`src/common/adc_readout_pkg.sv`:
```
`default_nettype none
// ----------------------------------------------------------------------------
// Shared constants and carriers for the serial result readout block.
// ----------------------------------------------------------------------------
package adc_readout_pkg;

	// Widths of the conversion result and the appended status byte.
	localparam int RESULT_BITS = 24;
	localparam int STATUS_BITS = 8;
	localparam int FRAME_BITS  = RESULT_BITS + STATUS_BITS;

	// Frame lengths in serial clocks, without and with the status byte.
	localparam logic [5:0] FRAME_LEN_PLAIN  = 6'd24;
	localparam logic [5:0] FRAME_LEN_STATUS = 6'd32;

	// Command recognised while continuous read is active.
	localparam logic [7:0] READ_DATA_CMD   = 8'h42;
	// Consecutive ones on the data input that form a software reset.
	localparam logic [6:0] SOFT_RESET_ONES = 7'd64;

	// Release timing of the serial output in three-wire mode.
	localparam int CLK_PERIOD_NS = 50;
	localparam int REL_SHORT_NS  = 10;
	localparam int REL_LONG_NS   = 100;
	localparam logic [1:0] REL_SHORT_CYC =
		2'((REL_SHORT_NS + CLK_PERIOD_NS - 1) / CLK_PERIOD_NS);
	localparam logic [1:0] REL_LONG_CYC =
		2'((REL_LONG_NS + CLK_PERIOD_NS - 1) / CLK_PERIOD_NS);

	// Lead of the abandon warning before a conversion, in master clocks.
	localparam int ABANDON_LEAD_CLKS = 4;

	// Readout options; all reset to zero.
	localparam logic [2:0] CFG_RESET = 3'h0;
	typedef struct packed {
		logic serial_out_release_delay_sel;
		logic continuous_result_read_en;
		logic status_append_en;
	} cfg_t;

	// One conversion result with its status byte.
	typedef struct packed {
		logic [RESULT_BITS-1:0] data;
		logic [STATUS_BITS-1:0] status;
	} conv_t;

endpackage
`default_nettype wire

```
`src/core/adc_serial_readout_control.sv`:
```
`timescale 1ns/10ps
`default_nettype none
// Summary of operation
// - Three-wire output release delay 10 or 100 ns.
// - Serial clocks ignored while data ready high.
// - Abandon read four clocks before next conversion.
// - Exit on 64 ones or command 0x42.
// - Exit command needs no CRC byte.
// - No continuous read while FIFO enabled.
// - Status byte follows 24-bit result.
// - Three-wire interface resets on last rising edge.
// - Four-wire resets on select rise, output off.
module adc_serial_readout_control (
	// Clock and reset.
	input  wire logic                   clk,
	input  wire logic                   rst,
	// Serial pins, mode 3, sampled as synchronous inputs.
	input  wire logic                   sclk,
	input  wire logic                   cs_n,
	input  wire logic                   sdi,
	output logic                        sdo,
	output logic                        sdo_oe,
	// Data ready frame, low while a fresh result waits.
	output logic                        rdy_n,
	// Readout options.
	input  wire logic                   cfg_wr,
	input  wire adc_readout_pkg::cfg_t  cfg_wdata,
	output var adc_readout_pkg::cfg_t   cfg_rdata,
	// Related device settings.
	input  wire logic                   select_pin_function_en,
	input  wire logic                   fifo_en,
	// Converter core.
	input  wire logic                   conv_valid,
	input  wire adc_readout_pkg::conv_t conv,
	input  wire logic                   conv_imminent,
	// Event pulses.
	output logic                        read_abandoned,
	output logic                        cont_exit,
	output logic                        soft_reset
);
	import adc_readout_pkg::*;

	cfg_t       cfg, next_cfg;
	logic       sclk_q, cs_q;
	logic       next_rdy_n, drive, next_drive;
	logic [5:0] bit_cnt, next_bit_cnt;
	logic [1:0] rel_cnt, next_rel_cnt;
	logic [7:0] cmd_sr, next_cmd_sr;
	logic [2:0] cmd_cnt, next_cmd_cnt;
	logic [6:0] ones_cnt, next_ones_cnt;
	logic       next_abandon, next_exit, next_soft;

	logic       cont_act, sclk_rise, sclk_fall, cs_rise, load, frame_rise;
	logic       last_bit, last3, shift, abandon, cmd_hit, soft_hit;
	logic [5:0] frame_len;
	logic [7:0] cmd_byte;

	// ------------------------------------------------------------------------
	// Edge detection and frame decode
	// ------------------------------------------------------------------------

	// A FIFO in use disables continuous read whatever the option says.
	assign cont_act   = cfg.continuous_result_read_en & ~fifo_en;
	assign sclk_rise  = sclk & ~sclk_q;
	assign sclk_fall  = ~sclk & sclk_q;
	assign cs_rise    = cs_n & ~cs_q & select_pin_function_en;
	assign load       = conv_valid & cont_act;
	// Clocks count only inside the ready frame, so a result reads once.
	assign frame_rise = sclk_rise & ~cs_n & ~rdy_n & cont_act;
	assign frame_len  = cfg.status_append_en ? FRAME_LEN_STATUS
		: FRAME_LEN_PLAIN;
	assign last_bit   = bit_cnt == frame_len - 6'd1;
	assign last3      = frame_rise & last_bit & ~select_pin_function_en;
	// The first bit is already out at the frame start, so the first
	// falling edge must not shift it away.
	assign shift      = sclk_fall & ~cs_n & ~rdy_n & cont_act
		& (bit_cnt != 6'd0);
	assign abandon    = conv_imminent & ~rdy_n & (bit_cnt != 6'd0)
		& cont_act;
	assign cmd_byte   = {cmd_sr[6:0], sdi};
	// The exit command acts on its eighth bit; no CRC byte is awaited.
	assign cmd_hit    = sclk_rise & ~cs_n & (cmd_cnt == 3'd7)
		& (cmd_byte == READ_DATA_CMD) & cont_act;
	assign soft_hit   = sclk_rise & ~cs_n & sdi
		& (ones_cnt == SOFT_RESET_ONES - 7'd1);

	// ------------------------------------------------------------------------
	// Next-state logic
	// ------------------------------------------------------------------------

	// Later assignments take priority: soft reset over all else.
	always_comb begin
		next_cfg      = cfg;
		next_rdy_n    = rdy_n;
		next_bit_cnt  = bit_cnt;
		next_drive    = drive;
		next_rel_cnt  = rel_cnt;
		next_cmd_sr   = cmd_sr;
		next_cmd_cnt  = cmd_cnt;
		next_ones_cnt = ones_cnt;
		next_abandon  = 1'b0;
		next_exit     = 1'b0;
		next_soft     = 1'b0;
		// Release countdown after the last bit in three-wire mode.
		if (rel_cnt != 2'd0) begin
			next_rel_cnt = rel_cnt - 2'd1;
			if (rel_cnt == 2'd1) begin
				next_drive = 1'b0;
			end
		end
		if (frame_rise) begin
			if (last_bit) begin
				next_rdy_n   = 1'b1;
				next_bit_cnt = 6'd0;
				if (!select_pin_function_en) begin
					next_rel_cnt = cfg.serial_out_release_delay_sel
						? REL_LONG_CYC : REL_SHORT_CYC;
				end
			end else begin
				next_bit_cnt = bit_cnt + 6'd1;
			end
		end
		if (abandon) begin
			next_rdy_n   = 1'b1;
			next_bit_cnt = 6'd0;
			next_drive   = 1'b0;
			next_rel_cnt = 2'd0;
			next_abandon = 1'b1;
		end
		if (load) begin
			next_rdy_n   = 1'b0;
			next_bit_cnt = 6'd0;
			next_drive   = 1'b1;
			next_rel_cnt = 2'd0;
		end
		// Command and reset detection watches every selected clock.
		if (sclk_rise && !cs_n) begin
			next_cmd_sr   = cmd_byte;
			next_cmd_cnt  = cmd_cnt + 3'd1;
			next_ones_cnt = sdi ? ones_cnt + 7'd1 : 7'd0;
		end
		// A half-read result is spent once the interface resets.
		if (cs_rise) begin
			next_bit_cnt = 6'd0;
			next_drive   = 1'b0;
			next_cmd_cnt = 3'd0;
			if (bit_cnt != 6'd0) begin
				next_rdy_n = 1'b1;
			end
		end
		if (cmd_hit) begin
			next_cfg.continuous_result_read_en = 1'b0;
			next_exit = 1'b1;
		end
		// A software write in the same cycle wins over the exit clear.
		if (cfg_wr) begin
			next_cfg = cfg_wdata;
		end
		if (!cont_act || cmd_hit) begin
			next_rdy_n   = 1'b1;
			next_bit_cnt = 6'd0;
			next_drive   = 1'b0;
			next_rel_cnt = 2'd0;
		end
		if (soft_hit) begin
			next_cfg      = CFG_RESET;
			next_rdy_n    = 1'b1;
			next_bit_cnt  = 6'd0;
			next_drive    = 1'b0;
			next_rel_cnt  = 2'd0;
			next_cmd_cnt  = 3'd0;
			next_ones_cnt = 7'd0;
			next_soft     = 1'b1;
		end
	end

	// Register all control state.
	always_ff @(posedge clk) begin
		if (rst) begin
			cfg            <= CFG_RESET;
			sclk_q         <= 1'b1;
			cs_q           <= 1'b1;
			rdy_n          <= 1'b1;
			bit_cnt        <= 6'd0;
			drive          <= 1'b0;
			rel_cnt        <= 2'd0;
			cmd_sr         <= 8'h00;
			cmd_cnt        <= 3'd0;
			ones_cnt       <= 7'd0;
			read_abandoned <= 1'b0;
			cont_exit      <= 1'b0;
			soft_reset     <= 1'b0;
		end else begin
			cfg            <= next_cfg;
			sclk_q         <= sclk;
			cs_q           <= cs_n;
			rdy_n          <= next_rdy_n;
			bit_cnt        <= next_bit_cnt;
			drive          <= next_drive;
			rel_cnt        <= next_rel_cnt;
			cmd_sr         <= next_cmd_sr;
			cmd_cnt        <= next_cmd_cnt;
			ones_cnt       <= next_ones_cnt;
			read_abandoned <= next_abandon;
			cont_exit      <= next_exit;
			soft_reset     <= next_soft;
		end
	end

	// ------------------------------------------------------------------------
	// Serial output
	// ------------------------------------------------------------------------

	// The status byte is always loaded; a 24-clock frame never reaches it.
	serial_out_shifter #(
		.WIDTH(FRAME_BITS)
	) u_shifter (
		.clk      (clk),
		.rst      (rst),
		.load     (load),
		.load_data({conv.data, conv.status}),
		.shift    (shift),
		.msb      (sdo)
	);

	// A high select pin always floats the output.
	assign sdo_oe    = ~cs_n & drive;
	assign cfg_rdata = cfg;
endmodule // adc_serial_readout_control
`default_nettype wire

```
`src/core/serial_out_shifter.sv`:
```
`timescale 1ns/10ps
`default_nettype none
// ----------------------------------------------------------------------------
// Parallel-load shifter, most significant bit first.
// ----------------------------------------------------------------------------
module serial_out_shifter #(
	parameter int WIDTH = 32
) (
	// Clock and reset.
	input  wire logic             clk,
	input  wire logic             rst,
	// Load and shift controls.
	input  wire logic             load,
	input  wire logic [WIDTH-1:0] load_data,
	input  wire logic             shift,
	// Serial bit, straight from the flip-flop.
	output logic                  msb
);
	logic [WIDTH-1:0] sr;
	logic [WIDTH-1:0] next_sr;

	// A load wins over a shift so a new result is never half-shifted.
	always_comb begin
		next_sr = sr;
		if (load) begin
			next_sr = load_data;
		end else if (shift) begin
			next_sr = {sr[WIDTH-2:0], 1'b0};
		end
	end

	// Register the shifter.
	always_ff @(posedge clk) begin
		if (rst) begin
			sr <= '0;
		end else begin
			sr <= next_sr;
		end
	end

	assign msb = sr[WIDTH-1];

endmodule // serial_out_shifter
`default_nettype wire

```
`config.mk`:
```
export PLATFORM = sky130hd
export DESIGN_NAME = adc_serial_readout_control
export DESIGN_NICKNAME = d
export VERILOG_FILES = /design/src/common/adc_readout_pkg.sv /design/src/core/adc_serial_readout_control.sv /design/src/core/serial_out_shifter.sv
export SDC_FILE = /design/constraint.sdc
export NUM_CORES = 1
export LEC_CHECK = 0
export BUFFER_PORTS_ARGS = -buffer_cell sky130_fd_sc_hd__buf_2
export CAP_MARGIN = 20
export CORE_MARGIN = 2
export CORE_UTILIZATION = 40
export CTS_CLUSTER_SIZE = 30
export DETAILED_ROUTE_END_ITERATION = 12
export SLEW_MARGIN = 20
export SYNTH_ARGS = -nofsm -noshare
export SYNTH_HDL_FRONTEND = slang
export SYNTH_HIERARCHICAL = 1
export SYNTH_SLANG_ARGS = --single-unit
```
`constraint.sdc`:
```
create_clock -name clk -period 1.95 [get_ports clk]
set_input_delay 0.195 -clock clk [delete_from_list [all_inputs] [get_ports clk]]
set_output_delay 0.195 -clock clk [all_outputs]
set_load 0.05 [all_outputs]
```
==> reports/qor.txt, run 1 <==
Outcome - finished with violations
Failing checks - setup timing
CTS tree - yes
Final Cycle Share - 1.03
DRT antenna net count - 0
Worst path max stage delay - 0.45 ns
Mean Syn Cell Area - 9.89 sq um
Setup TNS - -0.701 ns
Total routed wirelength - 7350 um
Crit path capture type - register
Synth Flop Type - dfxtp_1
Yosys warns - 6
CP Launch Type - register
Hold_ws - 0.0813 ns
DR WL/cell - 14.2 um
Total CTS buffers - 9
Main combinational cell family by area after synthesis - simple AND/OR/NAND/NOR gates
Most frequent cells in the layout - 64 x dfxtp_1, 53 x buf_2, 35 x nor2b_1
First-pass GRT wire length - 12100 um
Dpl hpwl - 4940 um
Initial antenna violation count - 0
Asr flop ratio synth - 0
Synth Area in Adders - 0.0189
Crit path time final - 2.01 ns
Aggregate global routing overflow - 0
Seq cells post-synth - 67
Synth Area in XOR/XNOR - 0.00793
# fillers - 786
Area grow syn2layout - 24.8%
Largest delay contributor family on the critical path - simple AND/OR/NAND/NOR gates
Simple logic cell fraction of the synthesized area - 0.233
Post-Syn Nets - 385
Hold Crit Class - primary input to register
Slew headroom - 0.674
Post-synthesis cell area - 3310 sq um
Diodes inserted - 0
Post-synth EDFFs - 0
Clock Sinks - 67
Worst skew pair latency - 0.35 ns
Leak - 0.00147 uW
Initial detailed-routing violation count - 106
Via Count - 2717
DRC - 0
Crit-path slowest cell - or4b_4
Die Y - 95.0 um
Tot Pwr - 2780 uW
Critical-path cell list - inv_1 > ha_1 > or4b_4 > or2_1 > and4_4 > or3b_4 > a21oi_2
Total die area - 9030 sq um
# rows - 33
Clock Skew - 0.00895 ns
RSZ-0062 raised after global routing - true
Sequential Area - 1350 sq um
WP data arrival - 2.29 ns
Setup slack after layout - -0.0596 ns
Pin count of the biggest net entering global routing - 32
Met2 WL - 3390 um
Max-cap violation count - 0
Fmax - 498 MHz
Synthesized instance count - 335
Final hold vios - 0
Setup Crit Path Kind - register to register
Most common cell after layout, fill and taps aside - dfxtp_1
Layout cells sized above 1 - 0.386
CORE AREA - 8130 sq um
Mux cell area share after synthesis - 0.106
Compound-Gate Fraction of Synth Area - 0.184
Pins Over Slew Limit - 0
Setup WS pre-CTS - -0.0969 ns
Total track usage - 0.173
Clk root buf - clkbuf_8
Vias in the first global route - 2634
Post-synthesis sequential area ratio - 0.405
Critical-path maximum fanout - 5
Clock transition at the registers of the reported paths - 0.08 ns
Multi-input combinational cell area - 1900 sq um
DR top layer - met4
Clock Path Buffers - 2
Drt via density - 5.24
CP Data Required Time - 2.23 ns
Layout Nets - 459
IO buf count - 53
Fin area - 4140 sq um
Routed length on met1 - 3480 um
Detailed Routing Iterations Pass 1 - 4
CTS H-tree depth - 3
PD cells - 672 nW/um^2
Yosys cell types - 49
IO Pins - 54
DP Area - 3770 sq um
Met3 WL - 337 um
Final setup vio count - 34
Bufs and invs on worst path - 1
Worst slew pin tran - 0.489 ns
VDD IR-drop max - 0.493 mV
Die Wd - 95.0 um
RePlAce Congestion - 0.809
Post-CTS Hold Buffers - 0
Initial Util - 0.407
sequential cells by signal (all words and copies together), names as in the netlist, 2 cells and up:
| name | flops |
|---|---|
| bit_cnt | 6 |
| cfg_rdata | 3 |
| cmd_cnt | 3 |
| cmd_sr | 7 |
| ones_cnt | 7 |
| rel_cnt | 2 |
| u_shifter/sr | 32 |
metrics by stage:
stage                      util  instances
after global routing      0.508        519
final                     0.508        519
after detailed placement  0.464        498
after floorplan               -        335
after CTS                 0.494        515
after global placement    0.464        498
final timing paths:
path	end	cells past startpoint	slack [ns]	startpoint
worst max-delay path	u_shifter/sr[0]	7	-0.06	bit_cnt[1]
worst min-delay path	cfg_rdata[0]	3	0.08	cfg_wdata[0]
worst max register to register	u_shifter/sr[0]	7	-0.06	bit_cnt[1]
worst min register to register	ones_cnt[6]	2	0.45	ones_cnt[6]
cell usage after synthesis, types with 2 or more instances:
| library cell | instances | area [sq um] |
|---|---|---|
| xnor2_1 | 2 | 17.5 |
| a211oi_1 | 6 | 45.0 |
| inv_1 | 4 | 15.0 |
| nor2b_1 | 35 | 219 |
| a31oi_1 | 4 | 25.0 |
| or3b_1 | 2 | 17.5 |
| buf_12 | 3 | 60.1 |
| nand4_1 | 4 | 25.0 |
| or2_0 | 2 | 12.5 |
| nor3_1 | 5 | 25.0 |
| o21ai_0 | 4 | 20.0 |
| dfxtp_1 | 67 | 1340 |
| or2_2 | 3 | 18.8 |
| buf_2 | 7 | 35.0 |
| or4_1 | 2 | 15.0 |
| nand2_1 | 30 | 113 |
| ha_1 | 5 | 62.6 |
| nand2b_1 | 5 | 31.3 |
| nand4b_1 | 2 | 17.5 |
| mux2i_1 | 35 | 350 |
| nand3b_1 | 4 | 30.0 |
| o211ai_1 | 2 | 15.0 |
| clkbuf_1 | 8 | 30.0 |
| or3_1 | 2 | 12.5 |
| and3_1 | 2 | 12.5 |
| nor4_1 | 2 | 12.5 |
| a211oi_2 | 30 | 375 |
| a21oi_1 | 19 | 95.1 |
| nor3b_1 | 2 | 15.0 |
| nor2_1 | 13 | 48.8 |
| nand3_1 | 6 | 30.0 |
kinds of logic after synthesis:
logic type | after synthesis
xor gates and xnor gates | 3
adders and majority gates | 5
buffers and inverters | 23
AOI/OAI and AO/OA | 69
muxes | 35
and+or+nand+nor | 133
DFF | 67
layer usage:
metal / vias up / track usage
li1: 1353 / -
met1: 1288 / 0.216
met2: 65 / 0.278
met3: 11 / 0.0561
met4: 0 / 0.0640
met5: - / 0
report_power, final:
| group | leakage [uW] | switching [uW] | internal [uW] |
|---|---|---|---|
| Combinational | 0.000834 | 114 | 88.8 |
| Clock | 0.0000958 | 569 | 596 |
| Sequential | 0.000544 | 19.9 | 1390 |
| Total | 0.00147 | 702 | 2080 |
final cells by class:
type,instances,share of cell area
multi-input combinational,245,0.460
sequential,67,0.325
timing repair buffer,82,0.131
tap,105,0.0318
clock buffer,9,0.0300
clock inverter,7,0.0185
inverter,4,0.00363
worst register-to-register path, delay by kind of cell (launching register included):
| family | cells | cell delay (ns) |
|---|---|---|
| simple gates | 4 | 1.31 |
| fa+ha+maj | 1 | 0.12 |
| flops | 1 | 0.32 |
| compound gates | 1 | 0.14 |
| buf+inv | 1 | 0.04 |
repair_timing:
item / in CTS / in global routing
setup buffers: 0 / 3
gates cloned: 1 / 1
pin swaps: 3 / 7
setup endpoints to repair: 32 / 44
resized for setup: 8 / 18
Power figures use the tool's default switching activity.
==> inputs of run 2 (changes only) <==
Settings changed: SKIP_CTS_REPAIR_TIMING set to 1, SYNTH_HIERARCHICAL 1 to unset.
==> run 2 against run 1 <==
The run still ends with setup timing left; sequential power barely moved; synthesized area fell by 2.5%; fmax rose by 1.4%; register-to-register slack improved by 0.03 ns; hold slack improved by 0.0050 ns; sequential cell count did not move; core utilization rose by 2.5 points; clock power barely moved; clock-buffer cell count did not move; first-iteration DRC count rose by 8.5%; wire length rose by 5.3%; largest cell class unchanged; final cell count fell by 2.1%.
==> reports/qor.txt, run 2 <==
Total CTS buffers - 9
Hold Crit Class - primary input to register
First-pass GRT wire length - 12200 um
Post-synthesis sequential area ratio - 0.415
Fin area - 4150 sq um
Pin count of the biggest net entering global routing - 36
Final Cycle Share - 1.02
Clock Sinks - 67
Post-Syn Nets - 384
DR WL/cell - 15.2 um
Worst slew pin tran - 0.391 ns
Final setup vio count - 18
Worst skew pair latency - 0.34 ns
Final hold vios - 0
Biggest regs - u_shifter.sr: 32 flops, cmd_sr: 7 flops, ones_cnt: 7 flops
Outcome - finished with violations
Worst setup path start - bit_cnt[0]
Layout Nets - 451
Failing checks - setup timing
Crit Reg-Reg Endpoint - u_shifter.sr[22]
Layout cells sized above 1 - 0.424
DRT antenna net count - 0
IO Pins - 54
Initial Util - 0.416
Crit path capture type - register
Critical-path maximum fanout - 15
Slew headroom - 0.738
Clock Path Buffers - 2
Most frequent cells after synthesis - 67 x dfxtp_1, 38 x nor3_1, 34 x mux2i_1
Post-synthesis cell area - 3230 sq um
Drt via density - 5.38
Dpl cells - 490
Seq cells post-synth - 67
Total routed wirelength - 7740 um
RePlAce Congestion - 0.765
Clk root buf - clkbuf_8
Synth Flop Type - dfxtp_1
CTS H-tree depth - 3
Non-filler cells, final - 508
Post-synth top area cell - dfxtp_1
Yosys warns - 0
# rows - 32
R2r setup slk - -0.03 ns
Worst Setup EP - u_shifter.sr[22]
VDD IR-drop max - 0.423 mV
Setup slack after layout - -0.0317 ns
Die Wd - 93.9 um
RSZ-0062 raised after global routing - true
CP Launch Type - register
Die Y - 93.9 um
Vias in the first global route - 2627
Synthesized instance count - 334
Total track usage - 0.175
DRC - 0
Main area contributors after synthesis - dfxtp_1 41%, a211oi_2 12%, mux2i_1 11%
Clock Skew - 0.00808 ns
Total die area - 8820 sq um
CP Data Required Time - 2.22 ns
CORE AREA - 7770 sq um
Fmax - 505 MHz
Initial detailed-routing violation count - 115
Setup Crit Path Kind - register to register
FF-to-FF path depth - 7
Pins Over Slew Limit - 0
Post-layout util - 0.534
DP Area - 3730 sq um
Via Count - 2735
Crit path time final - 1.98 ns
Post-synth EDFFs - 0
Initial antenna violation count - 0
Most frequent cells in the layout - 63 x dfxtp_1, 53 x buf_2, 34 x mux2i_1
Diodes inserted - 0
Largest register FFs - 32
IO buf count - 53
Detailed Routing Iterations Pass 1 - 4
Leak - 0.00157 uW
CTS tree - yes
Yosys cell types - 49
Share of the synthesized area in the top cell type - 0.415
Clock transition at the registers of the reported paths - 0.08 ns
Most common cell in the netlist - dfxtp_1
Area grow syn2layout - 28.3%
WP data arrival - 2.25 ns
Max-cap violation count - 0
Most common cell after layout, fill and taps aside - dfxtp_1
PD cells - 685 nW/um^2
Reg2reg start - bit_cnt[0]
Aggregate global routing overflow - 0
Largest Register - u_shifter.sr
Tot Pwr - 2840 uW
Dpl hpwl - 5070 um
Mean Syn Cell Area - 9.68 sq um
Asr flop ratio synth - 0
==> run 2: cell count changes in the layout (fill, tap and decap cells not counted), sizes merged, moves of 5 or more <==
cell | before | now
nor2b | 35 | 5
nor2 | 13 | 8
nor3 | 5 | 38
o21ai | 4 | 10
nand2 | 31 | 24
==> run 2: layer usage <==
metal	vias to the layer above	routed length, um	track usage
met5	-	0	0
met4	0	115	0.0737
met3	10	275	0.0393
met2	45	3630	0.273
met1	1309	3730	0.234
li1	1371	-	-
==> run 2: worst min path at each step <==
stage,to,cells after the start,from,slack (ns)
final,cfg_rdata[0],3,cfg_wdata[0],0.09
after global routing,sclk_q,2,sclk,0.1
after CTS,cfg_rdata[1],3,cfg_wdata[1],0.08
after detailed placement,cfg_rdata[0],3,cfg_wdata[0],0.44
after global placement,cfg_rdata[0],3,cfg_wdata[0],0.44
after floorplan,cs_q,1,cs_n,0.30
==> run 2: cell type report <==
class                      count  area, sq um
sequential                    67         1350
multi-input combinational    236         1930
timing repair buffer          82          529
fill                         735         3620
tap                          102          128
inverter                       5         18.8
clock buffer                   9          124
clock inverter                 7         68.8
==> run 2: cell families after synthesis <==
group / share of synthesized area
buf+inv: 0.0437
compound gates: 0.212
simple gates: 0.197
xor+xnor: 0.00813
fa+ha+maj: 0.0193
mux: 0.105
flops: 0.415
==> run 2: worst max-delay path, stage by stage (launching register included) <==
cell	delay, ns
dfxtp_2	0.33
inv_2	0.05
ha_1	0.12
or4b_4	0.49
o211a_4	0.28
or2_4	0.26
clkbuf_16	0.20
a211oi_2	0.19
==> run 2: per-stage QoR <==
stage / setup slack (ns) / setup TNS [ns] / hold slack, ns
3_5_place_dp: -0.0181 / -0.0854 / 0.441
4_1_cts: -0.0369 / -0.411 / 0.0775
5_1_grt: -0.0843 / -2.41 / 0.0955
3_3_place_gp: 0.0107 / 0 / 0.438
6_report: -0.0317 / -0.228 / 0.0863
2_1_floorplan: 0.0108 / 0 / 0.302
==> run 2: report_power, final <==
group	switching, uW	total, uW	leakage, uW	internal [uW]
clock	557	1140	0.0000950	585
combinational	159	285	0.000928	126
sequential	19.1	1410	0.000544	1390
